--- config.mk ---
export PLATFORM = sky130hd
export DESIGN_NAME = bus_strobe_reset_ctrl
export DESIGN_NICKNAME = d
export VERILOG_FILES = /design/src/hw/osc_quarter_div.v /design/src/hw/bus_strobe_reset_ctrl.v
export VERILOG_INCLUDE_DIRS = /design/src /design/src/hw
export SDC_FILE = /design/constraint.sdc
export NUM_CORES = 1
export LEC_CHECK = 0
export BUFFER_PORTS_ARGS = -buffer_cell sky130_fd_sc_hd__clkbuf_2
export CAP_MARGIN = 25
export CORE_ASPECT_RATIO = 0.8
export CORE_MARGIN = 3
export CORE_UTILIZATION = 40
export CTS_CLUSTER_SIZE = 40
export DETAILED_ROUTE_END_ITERATION = 16
export PLACE_DENSITY = 0.84
export SETUP_SLACK_MARGIN = 0.3
export SLEW_MARGIN = 10
export SYNTH_ARGS = -nofsm -noshare
export SYNTH_HDL_FRONTEND = slang
export SYNTH_SLANG_ARGS = --single-unit
--- constraint.sdc ---
create_clock -name CLK_I -period 2.12 [get_ports CLK_I]
set_input_delay 0.318 -clock CLK_I [delete_from_list [all_inputs] [get_ports CLK_I]]
set_output_delay 0.318 -clock CLK_I [all_outputs]
set_load 0.02 [all_outputs]
--- src/hw/bus_strobe_consts.vh ---
// Constants for the bus strobe and reset control block
`ifndef BUS_STROBE_CONSTS_VH
`define BUS_STROBE_CONSTS_VH
// Oscillator input cycles per system clock output cycle
`define OSC_DIV 4
`define DIV_W 2
`define DIV_LAST 2'h3
`define DIV_HALF 2'h2
// Least reset hold, in device clock cycles
`define RESET_MIN_CYC 5
// Phase inside a machine cycle
`define PH_W 2
`define PH_ADDR 2'h0
`define PH_STROBE 2'h1
`define PH_HOLD 2'h2
`define PH_END 2'h3
// Operation request codes
`define OP_W 2
`define OP_FETCH 2'h0
`define OP_TABLE_WRITE_INSTR 2'h1
`define OP_IN 2'h2
`define OP_OUT 2'h3
`define ADDR_W 16
`define DATA_W 16
`define ADDR_ZERO 16'h0000
`define DATA_ZERO 16'h0000
`endif

--- src/hw/osc_quarter_div.v ---
// Divider that makes the quarter-rate system clock and machine-cycle phase
`timescale 1ns/1ps
`include "bus_strobe_consts.vh"
module osc_quarter_div (
  input wire clk_i,
  input wire rst_n_i,
  input wire run_i,
  output reg clk_out_o,
  output wire [`DIV_W-1:0] phase_o,
  output wire cycle_end_o
);
  reg [`DIV_W-1:0] cnt_q;
  reg [`DIV_W-1:0] cnt_d;

  always @* begin
    cnt_d = cnt_q + 2'h1;
  end

  // The output clock keeps running while run_i is low; only the phase is held
  always @(posedge clk_i or negedge rst_n_i) begin
    if (!rst_n_i) begin
      cnt_q <= 2'h0;
      clk_out_o <= 1'b1;
    end else begin
      cnt_q <= cnt_d;
      clk_out_o <= (cnt_d < `DIV_HALF); // RULE11
    end
  end

  assign phase_o = run_i ? cnt_q : `PH_END;
  assign cycle_end_o = (cnt_q == `DIV_LAST);
endmodule

--- src/hw/bus_strobe_reset_ctrl.v ---
// Bus strobe, reset sequencing and clock output control of the processor
`timescale 1ns/1ps
`include "bus_strobe_consts.vh"
// Functional notes
// RULE1: Fetch strobe low on every instruction fetch
// RULE2: Fetch low holds other three strobes high
// RULE3: Table-write strobe only on table write, drives data
// RULE4: Table-write low holds other strobes high
// RULE5: Host holds reset at least five cycles
// RULE6: Reset forces strobes high, releases data
// RULE7: PC and address cleared after one cycle
// RULE8: Reset disables interrupts, clears interrupt flags
// RULE9: Reset keeps overflow mode unchanged
// RULE10: Reset state held for any duration
// RULE11: System clock out is quarter of oscillator
// RULE12: Execution resumes one cycle after release
// RULE13: Reset input synchronised to the clock
// RULE14: Port read strobe only on input instruction
// RULE15: Port write strobe only on output instruction
module bus_strobe_reset_ctrl (
  input wire CLK_I,
  input wire RESET_N_I,
  input wire INIT_IN_N_I,
  input wire [`OP_W-1:0] OP_I,
  input wire OP_VALID_I,
  input wire [`ADDR_W-1:0] NEXT_PC_I,
  input wire [`ADDR_W-1:0] OP_ADDR_I,
  input wire [`DATA_W-1:0] WR_DATA_I,
  input wire [`DATA_W-1:0] DATA_IN_I,
  input wire INT_EDGE_I,
  input wire INT_ACK_I,
  input wire INT_EN_SET_I,
  input wire OVM_SET_I,
  input wire OVM_VAL_I,
  output reg PROGRAM_FETCH_STROBE_N_O,
  output reg TABLE_WRITE_STROBE_N_O,
  output reg PORT_WRITE_STROBE_N_O,
  output reg PORT_READ_STROBE_N_O,
  output reg [`ADDR_W-1:0] ADDR_O,
  output reg [`ADDR_W-1:0] PC_O,
  output reg [`DATA_W-1:0] DATA_O,
  output reg DATA_OE_O,
  output reg [`DATA_W-1:0] RD_DATA_O,
  output reg OP_DONE_O,
  output reg IN_RESET_O,
  output reg INT_ENABLE_O,
  output reg INTERRUPT_FLAG_REG_O,
  output reg OVERFLOW_MODE_O,
  output reg SYS_CLOCK_OUT_O
);
  // ----------------------------------------
  // Reset synchroniser and sequencing
  // ----------------------------------------
  localparam SEQ_RESET = 3'b001;
  localparam SEQ_CLEAR = 3'b010;
  localparam SEQ_RUN = 3'b100;

  reg init_meta_q;
  reg init_sync_q;
  reg [2:0] seq_q;
  reg [2:0] seq_d;
  reg [`OP_W-1:0] op_q;
  reg busy_q;
  wire sys_clk_w;
  wire [`DIV_W-1:0] phase_w;
  wire cycle_end_w;
  wire running_w;

  // Two flops; an external reset edge may land anywhere in a cycle
  always @(posedge CLK_I or negedge RESET_N_I) begin
    if (!RESET_N_I) begin
      init_meta_q <= 1'b0;
      init_sync_q <= 1'b0;
    end else begin
      init_meta_q <= INIT_IN_N_I; // RULE13
      init_sync_q <= init_meta_q; // RULE13
    end
  end

  // No counter limits how long reset may be held
  always @* begin
    seq_d = seq_q;
    case (seq_q)
      SEQ_RESET: begin
        if (init_sync_q && cycle_end_w) begin
          seq_d = SEQ_CLEAR;
        end
      end
      SEQ_CLEAR: begin
        if (!init_sync_q) begin
          seq_d = SEQ_RESET;
        end else if (cycle_end_w) begin
          seq_d = SEQ_RUN; // RULE12
        end
      end
      SEQ_RUN: begin
        if (!init_sync_q) begin
          seq_d = SEQ_RESET;
        end
      end
      default: begin
        seq_d = SEQ_RESET;
      end
    endcase
  end

  always @(posedge CLK_I or negedge RESET_N_I) begin
    if (!RESET_N_I) begin
      seq_q <= SEQ_RESET;
    end else begin
      seq_q <= seq_d; // RULE10
    end
  end

  assign running_w = (seq_q == SEQ_RUN);

  osc_quarter_div u_div (
    .clk_i(CLK_I),
    .rst_n_i(RESET_N_I),
    .run_i(running_w),
    .clk_out_o(sys_clk_w),
    .phase_o(phase_w),
    .cycle_end_o(cycle_end_w)
  );

  // ----------------------------------------
  // Strobe decode
  // ----------------------------------------
  // One strobe at most can ever be low, since one op code is held
  function strobe_low;
    input [`OP_W-1:0] op;
    input [`OP_W-1:0] kind;
    input [`DIV_W-1:0] ph;
    input active;
    begin
      strobe_low = active && (op == kind) &&
        ((ph == `PH_STROBE) || (ph == `PH_HOLD));
    end
  endfunction

  // ----------------------------------------
  // Bus cycle, strobes and data bus
  // ----------------------------------------
  always @(posedge CLK_I or negedge RESET_N_I) begin
    if (!RESET_N_I) begin
      op_q <= `OP_FETCH;
      busy_q <= 1'b0;
      PROGRAM_FETCH_STROBE_N_O <= 1'b1;
      TABLE_WRITE_STROBE_N_O <= 1'b1;
      PORT_WRITE_STROBE_N_O <= 1'b1;
      PORT_READ_STROBE_N_O <= 1'b1;
      ADDR_O <= `ADDR_ZERO;
      PC_O <= `ADDR_ZERO;
      DATA_O <= `DATA_ZERO;
      DATA_OE_O <= 1'b0;
      RD_DATA_O <= `DATA_ZERO;
      OP_DONE_O <= 1'b0;
      IN_RESET_O <= 1'b1;
      SYS_CLOCK_OUT_O <= 1'b1;
    end else begin
      SYS_CLOCK_OUT_O <= sys_clk_w; // RULE11
      IN_RESET_O <= !running_w;
      OP_DONE_O <= 1'b0;
      if (!running_w) begin
        busy_q <= 1'b0;
        PROGRAM_FETCH_STROBE_N_O <= 1'b1; // RULE6
        TABLE_WRITE_STROBE_N_O <= 1'b1; // RULE6
        PORT_WRITE_STROBE_N_O <= 1'b1; // RULE6
        PORT_READ_STROBE_N_O <= 1'b1; // RULE6
        DATA_OE_O <= 1'b0; // RULE6
        // Cleared once the synchronised reset is seen, so a long hold shows zero
        PC_O <= `ADDR_ZERO; // RULE7
        ADDR_O <= `ADDR_ZERO; // RULE7
      end else begin
        if (phase_w == `PH_ADDR) begin
          busy_q <= OP_VALID_I;
          op_q <= OP_VALID_I ? OP_I : `OP_FETCH;
          // Fetches use the PC; other operations drive OP_ADDR_I unchanged on all address lines
          if (OP_VALID_I && (OP_I == `OP_FETCH)) begin
            ADDR_O <= PC_O;
          end else if (OP_VALID_I) begin
            ADDR_O <= OP_ADDR_I;
          end
          if (OP_VALID_I && (OP_I == `OP_TABLE_WRITE_INSTR || OP_I == `OP_OUT)) begin
            DATA_O <= WR_DATA_I;
          end
        end
        PROGRAM_FETCH_STROBE_N_O <= !strobe_low(op_q, `OP_FETCH, phase_w, busy_q); // RULE1 RULE2
        TABLE_WRITE_STROBE_N_O <= !strobe_low(op_q, `OP_TABLE_WRITE_INSTR, phase_w, busy_q); // RULE3 RULE4
        PORT_READ_STROBE_N_O <= !strobe_low(op_q, `OP_IN, phase_w, busy_q); // RULE14
        PORT_WRITE_STROBE_N_O <= !strobe_low(op_q, `OP_OUT, phase_w, busy_q); // RULE15
        // Data driven only under a write strobe
        DATA_OE_O <= strobe_low(op_q, `OP_TABLE_WRITE_INSTR, phase_w, busy_q) ||
          strobe_low(op_q, `OP_OUT, phase_w, busy_q); // RULE3
        if (busy_q && phase_w == `PH_END) begin
          OP_DONE_O <= 1'b1;
          busy_q <= 1'b0;
          if (op_q == `OP_IN) begin
            RD_DATA_O <= DATA_IN_I;
          end
          if (op_q == `OP_FETCH) begin
            PC_O <= NEXT_PC_I;
          end
        end
      end
    end
  end

  // ----------------------------------------
  // Interrupt enable, flag and overflow mode
  // ----------------------------------------
  // Overflow mode has no reset term so a restart keeps it
  always @(posedge CLK_I) begin
    if (OVM_SET_I && running_w) begin
      OVERFLOW_MODE_O <= OVM_VAL_I;
    end else begin
      OVERFLOW_MODE_O <= OVERFLOW_MODE_O; // RULE9
    end
  end

  always @(posedge CLK_I or negedge RESET_N_I) begin
    if (!RESET_N_I) begin
      INT_ENABLE_O <= 1'b0;
      INTERRUPT_FLAG_REG_O <= 1'b0;
    end else if (!running_w) begin
      INT_ENABLE_O <= 1'b0; // RULE8
      INTERRUPT_FLAG_REG_O <= 1'b0; // RULE8
    end else begin
      if (INT_EN_SET_I) begin
        INT_ENABLE_O <= 1'b1;
      end else if (INT_ACK_I) begin
        INT_ENABLE_O <= 1'b0;
      end
      // A new edge wins over a grant in the same cycle
      if (INT_EDGE_I) begin
        INTERRUPT_FLAG_REG_O <= 1'b1;
      end else if (INT_ACK_I) begin
        INTERRUPT_FLAG_REG_O <= 1'b0;
      end
    end
  end
endmodule

==> summary.txt <==
Power and ir drop
  • Logic pwr share: 0.045
  • Pleak: 0.00250 uW
  • Seq pwr share: 0.524
  • Power Density: 642 mW/mm^2
  • Total power: 3140 uW
  • P_int: 2500 uW
  • Worst VDD drop: 0.000462 V
  • Net Sw Frac: 0.205
  • Switching pwr: 645 uW
  • Power share of the clock group: 0.430

Yosys
  • Largest family of logic cells by synthesized area: multiplexers
  • Multiplexer share of the synthesized area: 0.159
  • Compound-gate portion of the synthesized area: 0.0777
  • EDFF count, synth: 1
  • Post-Synthesis Cell Area: 0.00341 mm^2
  • Yosys Warn Count: 0
  • Post-synthesis average cell area: 13.2 um^2
  • Seq/Total Area, Yosys: 0.635
  • Yosys cell types: 32
  • Primary FF master, synth: dfrtp_1
  • Register bit total from synthesis: 86
  • XOR/XNOR share of the synthesized area: 0
  • Synth Instances: 259
  • Synth Net Count: 337
  • Synth Area in Adders: 0.0110
  • Post-synthesis simple-gate area fraction: 0.0953
  • Ys async rst share: 0.988

Critical path
  • Slowest stage cell, crit path: dfstp_2
  • CP Capture Type: flop
  • Crit path launch: seq_q[0]$_DFFE_PN1P_
  • CP Cell Sequence: nor3b_4, inv_2, nor2_4, inv_2, ha_4, nand2_4, nor4b_4, buf_4, clkbuf_16, mux2_4
  • R2r setup slk: 80 ps
  • Worst Path Arrival: 2280 ps
  • Critical Path RT: 2360 ps
  • Reg2reg path depth: 10
  • FF-to-FF Start: seq_q[0]$_DFFE_PN1P_
  • CP max stage delay: 580 ps
  • Worst path most repeated cell: inv_2
  • Crit path max fanout: 8
  • Crit start category: flop
  • Setup Crit Path Kind: flop to flop
  • Worst reg2reg endpoint: RD_DATA_O[11]$_DFFE_PN0P_

STA
  • Final setup TNS: 0 ps
  • # setup viols final: 0
  • Hold Vio Cnt, Final: 0
  • Final Skew: 9.67 ps
  • Final worst path period share: 0.962
  • Slew Limit Fails: 0
  • Fin crit period: 2040 ps
  • RSZ-0062 raised after global routing: true
  • Worst rel slew slack: 0.659
  • Fmax: 0.490 GHz
  • Slew @ Worst Pin: 511 ps
  • Hold WS: 80.5 ps

GRT
  • Gr ovfl total: 0
  • First-pass GRT wire length: 12.9 mm
  • Number of global-route vias before repair: 2,647
  • Largest net degree at the start of global routing: 48
  • Gr usage total: 0.172
  • Antenna violations before repair: 0

Clock network
  • Clock tree from TritonCTS: built
  • Inserted Clock Buffers: 9
  • CTS clock-pin slew for the worst setup and hold paths: 80 ps
  • Worst skew pair latency: 350 ps
  • # clock sinks: 86
  • H-Tree Depth: 3
  • CTS root buf: clkbuf_8
  • Max Root-Sink Buffers: 2

Layout
  • Nets@finish: 509
  • Inserted Diodes: 0
  • Final core area utilization: 0.602
  • Area of the multi-input gates: 0.00133 mm^2
  • Number of filler cells placed in the layout: 670
  • Share of post-route cells with drive strength above 1: 0.555
  • Register area: 0.00217 mm^2
  • Area delta synth->final: 43.4%

Route
  • Final WL: 8.50 mm
  • Drt wl/cell: 15.6 um
  • Antenna viol nets, final: 0
  • Via count: 2,665
  • Vias per cell: 4.90
  • Drt pass-1 iters: 4
  • DR iter-0 viols: 174
  • DR DRC count: 0

Die
  • Num ports: 150
  • DIE HEIGHT: 88.6 um
  • Core Area: 0.00813 mm^2
  • Die Wd: 109 um
  • Initial Util: 0.420
  • Area of the die: 0.00968 mm^2
  • Row count: 29

Hold path
  • Hold endpoint: init_meta_q$_DFF_PN0_
  • HP Class: input pin to flop
  • Hold_sp: INIT_IN_N_I
  • Hold Crit Depth: 1

Place
  • IO buf count: 149
  • Final HPWL DP: 6.11 mm
  • Gp weighted congestion: 0.774

Outcome
  • Outcome: completed

Run
  • Max_cap viols: 0
metal layers:
metal,vias to the layer above,part of all wire,track usage
li1,1245,-,-
met1,1295,0.42,0.224
met2,114,0.49,0.283
met3,11,0.078,0.0445
met4,0,0.012,0.0589
met5,-,0,0
power groups by stage:
stage          clock, uW  combinational (uW)  sequential, uW
3_3_place_gp           0                 136            1680
6_report            1350                 142            1650
5_1_grt             1470                 159            1650
4_1_cts             1400                 142            1650
2_1_floorplan          0                26.5            1680
3_5_place_dp           0                 140            1680
final cells by class:
type,count,share of cell area
Clock buffer,10,0.0261
Clock inverter,6,0.0225
Inverter,6,0.00460
Multi-Input combinational cell,156,0.272
Sequential cell,86,0.443
Tap cell,108,0.0276
Timing Repair Buffer,172,0.204
synthesized netlist by cell type (all sizes together) (3+ instances only):
master | n | area [um^2]
a21oi | 20 | 100
nand3 | 3 | 15.0
inv | 6 | 22.5
ha | 3 | 37.5
mux2 | 34 | 383
o2bb2ai | 16 | 140
buf | 6 | 33.8
clkbuf | 5 | 18.8
nand2 | 38 | 143
dfstp | 8 | 210
mux2i | 16 | 160
dfrtp | 77 | 1930
nor2 | 8 | 32.5
timing repair:
| action | CTS | global route |
|---|---|---|
| hold buffers | 1 | 0 |
| cloned | 0 | 2 |
| endpoints found under the setup margin | 32 | 45 |
| pin swaps | 2 | 4 |
| resized for setup | 1 | 23 |
| buffers inserted | 1 | 4 |
| endpoints found under the hold margin | 31 | 0 |
registers in the layout, indices dropped and copies added, names as in the netlist, 2 cells and up:
name         flops
RD_DATA_O       16
u_div.cnt_q      2
seq_q            3
DATA_O          16
PC_O            16
op_q             2
ADDR_O          16
placed cells by master (no fill, tap or decap), types with 2 or more instances in the layout:
cell type | synthesis | final
clkbuf_2 | 0 | 148
dfrtp_1 | 77 | 76
nand2_1 | 38 | 36
mux2_4 | 0 | 24
a21oi_1 | 20 | 20
buf_4 | 0 | 17
mux2i_1 | 16 | 16
o2bb2ai_1 | 16 | 16
mux2_2 | 34 | 10
clkbuf_8 | 0 | 9
dfstp_2 | 8 | 8
nor2_1 | 7 | 5
inv_1 | 5 | 4
bufinv_16 | 0 | 3
buf_12 | 0 | 3
inv_2 | 1 | 2
nor2_4 | 0 | 2
nand3_1 | 3 | 2
and3_1 | 2 | 2
nand3b_1 | 2 | 2
a21o_1 | 2 | 2
o21ai_0 | 2 | 2
ha_4 | 0 | 2
clkinvlp_4 | 0 | 2
clkbuf_16 | 0 | 2
worst max-delay path by stage:
stage	depth (start not counted)	slack (ps)	end
finish	10	80	RD_DATA_O[11]$_DFFE_PN0P_
global placement	9	160	RD_DATA_O[8]$_DFFE_PN0P_
detailed placement	8	80	DATA_O[4]$_DFFE_PN0P_
global route	10	30	RD_DATA_O[11]$_DFFE_PN0P_
floorplan	9	-30	RD_DATA_O[10]$_DFFE_PN0P_
CTS	9	90	RD_DATA_O[2]$_DFFE_PN0P_
logic make-up after synthesis:
logic type,Yosys count
multiplexers,50
flip-flops,86
AO/OA/AOI/OAI,40
adder cells (fa/ha/maj),3
buffers and inverters,17
AND/OR/NAND/NOR,63
critical path, delay by kind of cell, from the launching register on:
family | cells | cell delay [ps]
adders and majority gates | 1 | 150
buffers and inverters | 4 | 470
muxes | 1 | 300
DFF | 1 | 580
and+or+nand+nor | 4 | 420
per-stage QoR:
step / cells / worst slack [ps] / cell area [um^2]
2_1_floorplan: 259 / -26.1 / 3490
3_3_place_gp: 520 / 163 / 4460
3_5_place_dp: 520 / 75.8 / 4460
4_1_cts: 538 / 90.9 / 4720
5_1_grt: 544 / 34.3 / 4890
6_report: 544 / 79.7 / 4890
(Power assumes the default switching activity.)
